`src/ldsl_regs.vh`:
```
// constants for the led driver serial shift and latch block
`ifndef LDSL_REGS_VH
`define LDSL_REGS_VH
`define LDSL_SHIFT_W       224
`define LDSL_LATCH_W       218
`define LDSL_CMD_W         6
`define LDSL_CMD_WRITE     6'h25
`define LDSL_BLANK_BIT     213
`define LDSL_DSPRPT_BIT    214
`define LDSL_RESTART_BIT   215
`define LDSL_EXTCLK_BIT    216
`define LDSL_EDGE_BIT      217
`define LDSL_GS_W          16
`define LDSL_BRT_W         7
`define LDSL_RED0_LSB      0
`define LDSL_GREEN0_LSB    16
`define LDSL_BLUE0_LSB     32
`define LDSL_RED1_LSB      48
`define LDSL_GREEN1_LSB    64
`define LDSL_BLUE1_LSB     80
`define LDSL_RED2_LSB      96
`define LDSL_GREEN2_LSB    112
`define LDSL_BLUE2_LSB     128
`define LDSL_BRT_RED_LSB   192
`define LDSL_BRT_GREEN_LSB 199
`define LDSL_BRT_BLUE_LSB  206
`define LDSL_IDLE_MULT     8
`define LDSL_GAP_W         24
`endif

```
`src/ldsl_shift_latch.v`:
```
// serial shift register and control data latch of a 9-channel led driver
`include "ldsl_regs.vh"
module ldsl_shift_latch
#(
  parameter GAP_W = `LDSL_GAP_W
)
(
  input  wire                      clk_sys,
  input  wire                      rstn,
  input  wire                      serial_shift_clock_in,
  input  wire                      serial_data_in,
  output reg                       serial_data_out,
  output reg  [`LDSL_GS_W-1:0]     red0_level,
  output reg  [`LDSL_GS_W-1:0]     green0_level,
  output reg  [`LDSL_GS_W-1:0]     blue0_level,
  output reg  [`LDSL_GS_W-1:0]     red1_level,
  output reg  [`LDSL_GS_W-1:0]     green1_level,
  output reg  [`LDSL_GS_W-1:0]     blue1_level,
  output reg  [`LDSL_GS_W-1:0]     red2_level,
  output reg  [`LDSL_GS_W-1:0]     green2_level,
  output reg  [`LDSL_GS_W-1:0]     blue2_level,
  output reg  [`LDSL_BRT_W-1:0]    red_group_brightness,
  output reg  [`LDSL_BRT_W-1:0]    green_group_brightness,
  output reg  [`LDSL_BRT_W-1:0]    blue_group_brightness,
  output reg                       outputs_blank,
  output reg                       display_repeat,
  output reg                       latch_timing_restart,
  output reg                       ext_ref_clock_sel,
  output reg                       rising_edge_sel,
  output reg                       pwm_restart,
  output reg                       latch_pulse
);

  // ********************************************************
  // input synchronisers
  // ********************************************************
  reg [2:0] sck_sync_ff;
  reg [2:0] sdi_sync_ff;
  reg       sck_state_ff;

  // three stages; a change counts once stages two and three agree
  // clock and data share one depth, so the data bit seen with a detected
  // rise is the one the controller set up before that rise
  always @(posedge clk_sys or negedge rstn)
  begin
    if (!rstn)
    begin
      sck_sync_ff  <= 3'h0;
      sdi_sync_ff  <= 3'h0;
      sck_state_ff <= 1'b0;
    end
    else
    begin
      sck_sync_ff <= {sck_sync_ff[1:0], serial_shift_clock_in};
      sdi_sync_ff <= {sdi_sync_ff[1:0], serial_data_in};
      if (sck_sync_ff[1] == sck_sync_ff[2])
        sck_state_ff <= sck_sync_ff[2];
    end
  end

  wire sck_rise = (sck_sync_ff[1] == sck_sync_ff[2]) && sck_sync_ff[2] && !sck_state_ff;
  // data sampled alongside the agreed clock edge, delayed equally
  wire sdi_bit  = sdi_sync_ff[2];

  // ********************************************************
  // shift register
  // ********************************************************
  // no reset: contents are undefined until shifted in
  // leaving it unreset also keeps 224 flops out of the reset tree
  reg [`LDSL_SHIFT_W-1:0] shift_ff;

  always @(posedge clk_sys)
  begin
    if (sck_rise)
      shift_ff <= {shift_ff[`LDSL_SHIFT_W-2:0], sdi_bit};
  end

  // msb follows the shift register with one register stage
  // the extra stage keeps the pin glitch free at the cost of one cycle
  always @(posedge clk_sys or negedge rstn)
  begin
    if (!rstn)
      serial_data_out <= 1'b0;
    else
      serial_data_out <= shift_ff[`LDSL_SHIFT_W-1];
  end

  // command decode; only a write command may ever move the latch
  wire cmd_ok = (shift_ff[`LDSL_SHIFT_W-1 -: `LDSL_CMD_W] == `LDSL_CMD_WRITE);

  // ********************************************************
  // idle timer for the internal latch pulse
  // ********************************************************
  // measures the interval between the last two rises and fires when the
  // clock has been idle for eight of them; the saturating gap counter and
  // the armed flag keep a stopped clock from wrapping and firing twice
  // the counter width bounds the slowest link clock that can still latch
  reg [GAP_W-1:0] gap_cnt_ff;
  reg [GAP_W-1:0] last_gap_ff;
  reg [1:0]       rise_seen_ff;
  reg             armed_ff;

  wire [GAP_W+2:0] idle_limit = {last_gap_ff, 3'h0};
  wire             gap_max    = &gap_cnt_ff;
  wire             fire       = armed_ff && rise_seen_ff[1] && !sck_rise
                                && ({3'h0, gap_cnt_ff} >= idle_limit) && cmd_ok;

  always @(posedge clk_sys or negedge rstn)
  begin
    if (!rstn)
    begin
      gap_cnt_ff   <= {GAP_W{1'b0}};
      last_gap_ff  <= {GAP_W{1'b0}};
      rise_seen_ff <= 2'h0;
      armed_ff     <= 1'b0;
      latch_pulse  <= 1'b0;
    end
    else
    begin
      latch_pulse <= fire;
      if (sck_rise)
      begin
        last_gap_ff  <= gap_cnt_ff;
        gap_cnt_ff   <= {{(GAP_W-1){1'b0}}, 1'b1};
        rise_seen_ff <= {rise_seen_ff[0], 1'b1};
        armed_ff     <= 1'b1;
      end
      else
      begin
        if (!gap_max)
          gap_cnt_ff <= gap_cnt_ff + {{(GAP_W-1){1'b0}}, 1'b1};
        // one pulse per burst of clocks
        if (fire || gap_max)
          armed_ff <= 1'b0;
      end
    end
  end

  // ********************************************************
  // control data latch
  // ********************************************************
  // only the blank bit has a reset value; the rest are undefined
  // bit 213 of latch_ff stays unread: blank_ff carries it with its reset
  reg [`LDSL_LATCH_W-1:0] latch_ff;
  reg                     blank_ff;

  always @(posedge clk_sys)
  begin
    if (fire)
      latch_ff <= shift_ff[`LDSL_LATCH_W-1:0];
  end

  always @(posedge clk_sys or negedge rstn)
  begin
    if (!rstn)
      blank_ff <= 1'b1;
    else if (fire)
      blank_ff <= shift_ff[`LDSL_BLANK_BIT];
  end

  // ********************************************************
  // settings outputs, taken from the latch; pwm restart also reads the shift register
  // ********************************************************
  // registered copy so that every field changes on the same edge
  // the cost is one cycle of latency after the latch pulse
  always @(posedge clk_sys)
  begin
    red0_level             <= latch_ff[`LDSL_RED0_LSB +: `LDSL_GS_W];
    green0_level           <= latch_ff[`LDSL_GREEN0_LSB +: `LDSL_GS_W];
    blue0_level            <= latch_ff[`LDSL_BLUE0_LSB +: `LDSL_GS_W];
    red1_level             <= latch_ff[`LDSL_RED1_LSB +: `LDSL_GS_W];
    green1_level           <= latch_ff[`LDSL_GREEN1_LSB +: `LDSL_GS_W];
    blue1_level            <= latch_ff[`LDSL_BLUE1_LSB +: `LDSL_GS_W];
    red2_level             <= latch_ff[`LDSL_RED2_LSB +: `LDSL_GS_W];
    green2_level           <= latch_ff[`LDSL_GREEN2_LSB +: `LDSL_GS_W];
    blue2_level            <= latch_ff[`LDSL_BLUE2_LSB +: `LDSL_GS_W];
    red_group_brightness   <= latch_ff[`LDSL_BRT_RED_LSB +: `LDSL_BRT_W];
    green_group_brightness <= latch_ff[`LDSL_BRT_GREEN_LSB +: `LDSL_BRT_W];
    blue_group_brightness  <= latch_ff[`LDSL_BRT_BLUE_LSB +: `LDSL_BRT_W];
    display_repeat         <= latch_ff[`LDSL_DSPRPT_BIT];
    latch_timing_restart   <= latch_ff[`LDSL_RESTART_BIT];
    ext_ref_clock_sel      <= latch_ff[`LDSL_EXTCLK_BIT];
    rising_edge_sel        <= latch_ff[`LDSL_EDGE_BIT];
  end

  // blank and the pwm restart request have defined reset values
  // the restart pulse reads the restart bit being latched, not the old one
  always @(posedge clk_sys or negedge rstn)
  begin
    if (!rstn)
    begin
      outputs_blank <= 1'b1;
      pwm_restart   <= 1'b1;
    end
    else
    begin
      outputs_blank <= blank_ff;
      // held while blank; one pulse per latch when restart bit set
      pwm_restart   <= blank_ff || (fire && shift_ff[`LDSL_RESTART_BIT]);
    end
  end

endmodule

```
`config.mk`:
```
export PLATFORM = sky130hd
export DESIGN_NAME = ldsl_shift_latch
export DESIGN_NICKNAME = d
export VERILOG_FILES = /design/src/ldsl_shift_latch.v
export VERILOG_INCLUDE_DIRS = /design/src /design/src/src
export SDC_FILE = /design/constraint.sdc
export NUM_CORES = 1
export LEC_CHECK = 0
export ABC_CLOCK_PERIOD_IN_PS = 9050
export BUFFER_PORTS_ARGS = -buffer_cell sky130_fd_sc_hd__buf_4
export CORE_ASPECT_RATIO = 1.4
export CORE_MARGIN = 3
export CORE_UTILIZATION = 57
export CTS_CLUSTER_DIAMETER = 150
export CTS_CLUSTER_SIZE = 12
export DETAILED_ROUTE_END_ITERATION = 8
export GPL_TIMING_DRIVEN = 0
export PLACE_DENSITY_LB_ADDON = 0.25
export RECOVER_POWER = 100
export SLEW_MARGIN = 20
export SYNTH_ARGS = -nofsm -noshare
export SYNTH_HDL_FRONTEND = slang
export SYNTH_SLANG_ARGS = --single-unit
```
`constraint.sdc`:
```
create_clock -name clk_sys -period 9.05 [get_ports clk_sys]
set_clock_uncertainty 0.2 [all_clocks]
set_input_delay 1.3575 -clock clk_sys [delete_from_list [all_inputs] [get_ports clk_sys]]
set_output_delay 1.3575 -clock clk_sys [all_outputs]
set_load 0.05 [all_outputs]
```
# Word level (Yosys, flattened, before mapping)
# Index checks and enable logic that the tools add are counted.
# W data, S select, Z words.
# op_classes
n_eq_ne	3
n_addsub	1
reduce_logical	13
n_lt_le_gt_ge	1
mux	4
# op_table
op	count
$mux W24	2
$ge A24 B27 Y1	1
$add A24 B1 Y24 const B	1
$reduce_and A24 Y1	1
$logic_and A1 B1 Y1	7
$eq A6 B6 Y1 const B	1
$logic_not A1 Y1	2
$logic_or A1 B1 Y1	2
$mux W1	2
$ne A2 B2 Y1 const B	1
$reduce_bool A2 Y1	1
$eq A1 B1 Y1	1
# word_totals
input_bits	4
regBits	674
output_inout_bits	173

# Longest topological paths before layout
# logic_depth
ltp_word	10
depth_mapped	8
ltp_nobuf	8

# Worst setup path after synthesis
# No wires, ideal clock.
# synth_timing
path_type	register to register
startpoint	register sck_sync_ff[1]
endpoint	register shift_ff[0] (enable)
setup_slack_ns	1.005
synth_period_minus_slack_ns	8.045
t_required_ns	8.174
path_stages_with_launch	6
setup_time_ns	0.676
t_arrival_ns	7.169
path_cell_list	dfrtp_1 -> ha_1 -> nand2b_1 -> inv_1 -> clkbuf_1 -> clkbuf_1
# synth_via
elab_chain_cells	3
# synth_lines
item	line_no	source
start, declared	ldsl_shift_latch.v:37	reg [2:0] sck_sync_ff;
start signal, assigned	ldsl_shift_latch.v:54	sck_sync_ff <= {sck_sync_ff[1:0], serial_shift_clock_in};
$eq A1 B1 Y1	ldsl_shift_latch.v:61	wire sck_rise = (sck_sync_ff[1] == sck_sync_ff[2]) && sck_sync_ff[2] && !sck_state_ff;
$logic_and A1 B1 Y1 (2 in series)	ldsl_shift_latch.v:61	
via sck_rise	ldsl_shift_latch.v:61	
end signal, assigned	ldsl_shift_latch.v:75	shift_ff <= {shift_ff[`LDSL_SHIFT_W-2:0], sdi_bit};
end, declared	ldsl_shift_latch.v:70	reg [`LDSL_SHIFT_W-1:0] shift_ff;
# The timed path passes the listed nets, and every way through them passes these cells.
# A chain may end at the register's enable or synchronous reset.

# Worst setup path in the final report
# layout_timing
startpoint	register gap_cnt_ff[18]
endpoint	register latch_ff[96] (enable)
# layout_via
elab_chain_cells	3
# layout_lines
item	line_no	source
start, declared	ldsl_shift_latch.v:98	reg [GAP_W-1:0] gap_cnt_ff;
start signal, assigned	ldsl_shift_latch.v:112	gap_cnt_ff <= {GAP_W{1'b0}};
start signal, assigned	ldsl_shift_latch.v:124	gap_cnt_ff <= {{(GAP_W-1){1'b0}}, 1'b1};
start signal, assigned	ldsl_shift_latch.v:131	gap_cnt_ff <= gap_cnt_ff + {{(GAP_W-1){1'b0}}, 1'b1};
$ge A24 B27 Y1	ldsl_shift_latch.v:106	&& ({3'h0, gap_cnt_ff} >= idle_limit) && cmd_ok;
$logic_and A1 B1 Y1 (2 in series)	ldsl_shift_latch.v:106	
via fire	ldsl_shift_latch.v:105	wire fire = armed_ff && rise_seen_ff[1] && !sck_rise
end signal, assigned	ldsl_shift_latch.v:150	latch_ff <= shift_ff[`LDSL_LATCH_W-1:0];
end, declared	ldsl_shift_latch.v:144	reg [`LDSL_LATCH_W-1:0] latch_ff;
# The timed path passes the listed nets, and every way through them passes these cells.

==> run metrics <==
PostCTS Resize Cnt 0; setup slack, reg-to-reg 2.90 ns; largest family of logic cells by synthesized area simple AND/OR/NAND/NOR gates; fmax around 160 MHz; clock buffer depth 3; fraction of layout cells with a size suffix above 1 7.00%; Max transition margin -126%; DR DRC count 0; fin. max-slew vios roughly 220; Min-Delay Endpoint green0_level[7]; commonest non-fill, non-tap cells in the layout 393 x edfxtp_1, 241 x clkbuf_1, 169 x dfxtp_1, 60 x dfrtp_1, 59 x clkbuf_16; RSZ-0062 raised after global routing no; syn_nets 906; mux cell area share after synthesis less than 1%; DP HPWL 17,000 um; Hold Vio Cnt, Final 0; Net Sw Power 1070 uW; crit start category register; power share of the clock group between 40% and 50%; first-pass GRT wire length about 45,000 um; Core Region about 32,000 um2; Rows between 70 and 80; RePlAce Congestion just under 0.8; post-synthesis cell count ~900; Synth Warn # 0; Final Setup Violations 0; vias per std cell 5.02; Critical Path AT 6.17 ns; largest net degree at the start of global routing 64; worst path required time between 9 and 10 ns; Tmin final 6.15 ns; crit path max fanout 12; worst hold path depth 0; CTS Buf Count 58; flops & latches, synth ~630; R2R depth 11; Sw Ratio about a fifth; drt wl/cell roughly 18 um; failing checks capacitance limit, slew limit; register area 16,800 um2; initial antenna violation count 0; Synth Area in Adders under 10%; commonest non-fill, non-tap cell in the layout edfxtp_1; Internal Power about 4300 uW; clk_lat worst skew 0.58 ns; P_leak ~0.0066 uW; multi-input combinational cell area ~1400 um2; sequential area share after synthesis between 90% and 100%; WS Path Type register to register; hold path startpoint latch_ff[23]; Comb pwr share under 10%; WHS approximately 0.13 ns; placed cell count 1,470; antenna cells 0; Max-Cap Viols 5; Initial Utilization between 50 and 60%; Post-synth EDFFs about 390; Yosys cell types 46; simple-gate share of the synthesized area under 10%; Area Growth Syn to Fin 16.1%; final net count roughly 1,200; post-route antenna net violation count 0; routed wire length between 20,000 and 30,000 um; H-Tree Depth 2; post-synthesis xor/xnor area fraction less than 1%; gr usage total roughly 17%; Mapped Area between 15,000 and 20,000 um2; Worst Tran Pin Value between 3 and 4 ns; layout filler cell count ~2,100; die area 34,400 um2; port buffer count around 180; number of global-route vias before repair 8,222; CTS tree done; 1st-iter DRT viols between 300 and 400; ys flop type edfxtp_1; RR Endpoint latch_ff[96]; Die X roughly 160 um; Setup crit end kind register; fin cells 1,580; Seq pwr share approximately 57%; Hold WC Path Type register to register; CTS root buffer clkbuf_16; die extent in y approximately 220 um; P per Cell Area around 250 nW/um2; Post-synth ARST share between 10% and 20%; I/O pins 177; total grt overflow 0; hold_buf cts 0; CTS clk-pin slew, worst paths about 0.06 ns; DR pass1 iterations 4; Final period util approximately two thirds; TritonCTS Sinks 625; setup bufs post-CTS 0; FF-to-FF Start gap_cnt_ff[18]; status finished with violations; Synth Area in Compound Gates roughly 1.8%; Setup TNS 0 ns; maximum vdd drop between 0.2 and 0.25 mV; Vias 7,927; mean area per synthesized cell 20.9 um2
## layout make-up
cell class,instances,share of cell area (%)
sequential,625,78.6
buffer,10,0.194
timing repair buffer,197,3.90
multi-input combinational,218,6.52
clock inverter,3,0.270
inverter,25,0.440
clock buffer,107,7.77
tap,395,2.32
## flip-flops by register name, indices dropped and copies added, names as in the netlist, 2 cells and up
signal,cells
shift_ff,224
latch_ff,169
gap_cnt_ff,24
last_gap_ff,24
blue0_level,16
blue1_level,16
blue2_level,16
green0_level,16
green1_level,16
green2_level,16
red0_level,16
red1_level,16
red2_level,16
blue_group_brightness,7
green_group_brightness,7
red_group_brightness,7
sck_sync_ff,3
sdi_sync_ff,3
rise_seen_ff,2
## critical path, cell delays in order, from the launching register on
cell,delay [ns]
dfrtp_1,0.43
ha_1,0.34
nand4_1,0.20
nor3_1,0.39
a21boi_0,0.37
nor4_1,0.13
o41ai_1,1.67
clkbuf_1,0.55
clkbuf_1,0.56
buf_6,0.24
buf_4,0.22
clkbuf_1,0.48
## per-layer routing
metal | wire length, um | GRT usage [%] | up-vias
met5 | 0 | 0 | -
met4 | 904 | 6.19 | 0
met3 | 1710 | 4.71 | 68
met2 | 13700 | 26.8 | 190
met1 | 11800 | 22.1 | 3941
li1 | - | - | 3728
## power by group through the flow
stage          Sequential (uW)  Clock (uW)  Combinational, uW
2_1_floorplan             3140           0               95.9
3_3_place_gp              3150           0                128
3_5_place_dp              3130           0                143
4_1_cts                   3070        2260                142
5_1_grt                   3070        2370                149
6_report                  3070        2190                130
## metrics by stage
step	power (uW)	cell area, um2	worst slack (ns)	util (%)
3_3_place_gp	3280	20200	-2.08	63.7
3_5_place_dp	3270	20400	4.74	64.5
5_1_grt	5600	21300	2.40	67.3
6_report	5390	21300	2.90	67.3
4_1_cts	5470	22200	4.73	69.9
2_1_floorplan	3230	18400	1.01	-
## kinds of logic after synthesis
logic type | count (synthesis)
flops | 625
simple gates | 122
compound gates | 50
buf+inv | 35
fa+ha+maj | 24
xor+xnor | 18
mux | 4
## Yosys cell counts (2+ instances only)
| library cell | instances | area share (%) |
|---|---|---|
| mux2i_1 | 2 | 0.11 |
| nand3_2 | 3 | 0.16 |
| dfrtp_1 | 60 | 8.2 |
| dfstp_2 | 3 | 0.43 |
| xnor2_1 | 4 | 0.19 |
| ha_1 | 24 | 1.6 |
| edfxtp_1 | 393 | 64 |
| nor3_4 | 2 | 0.18 |
| nor3_1 | 2 | 0.054 |
| dfxtp_1 | 169 | 18 |
| and4_1 | 4 | 0.19 |
| xor2_1 | 14 | 0.67 |
| nand3_1 | 15 | 0.41 |
| nand4_1 | 7 | 0.24 |
| a21o_1 | 4 | 0.16 |
| a31oi_1 | 2 | 0.068 |
| and3_1 | 2 | 0.068 |
| a211oi_1 | 3 | 0.12 |
| inv_1 | 25 | 0.51 |
| nand2b_1 | 2 | 0.068 |
| nor2_1 | 27 | 0.55 |
| clkbuf_1 | 8 | 0.16 |
| nand2_1 | 48 | 0.98 |
| o21ai_0 | 26 | 0.71 |
| a21oi_1 | 8 | 0.22 |
## worst max-delay path by stage
stage,slack [ns],start,depth (start not counted),end
finish,2.90,gap_cnt_ff[18],11,latch_ff[96]
global route,2.40,gap_cnt_ff[18],11,latch_ff[98]
CTS,4.73,gap_cnt_ff[18],12,latch_ff[124]
detailed placement,4.74,gap_cnt_ff[18],12,latch_ff[123]
global placement,-2.08,sck_sync_ff[1],5,shift_ff[127]
floorplan,1.01,sck_sync_ff[1],5,shift_ff[0]
Power figures use the tool's default switching activity.
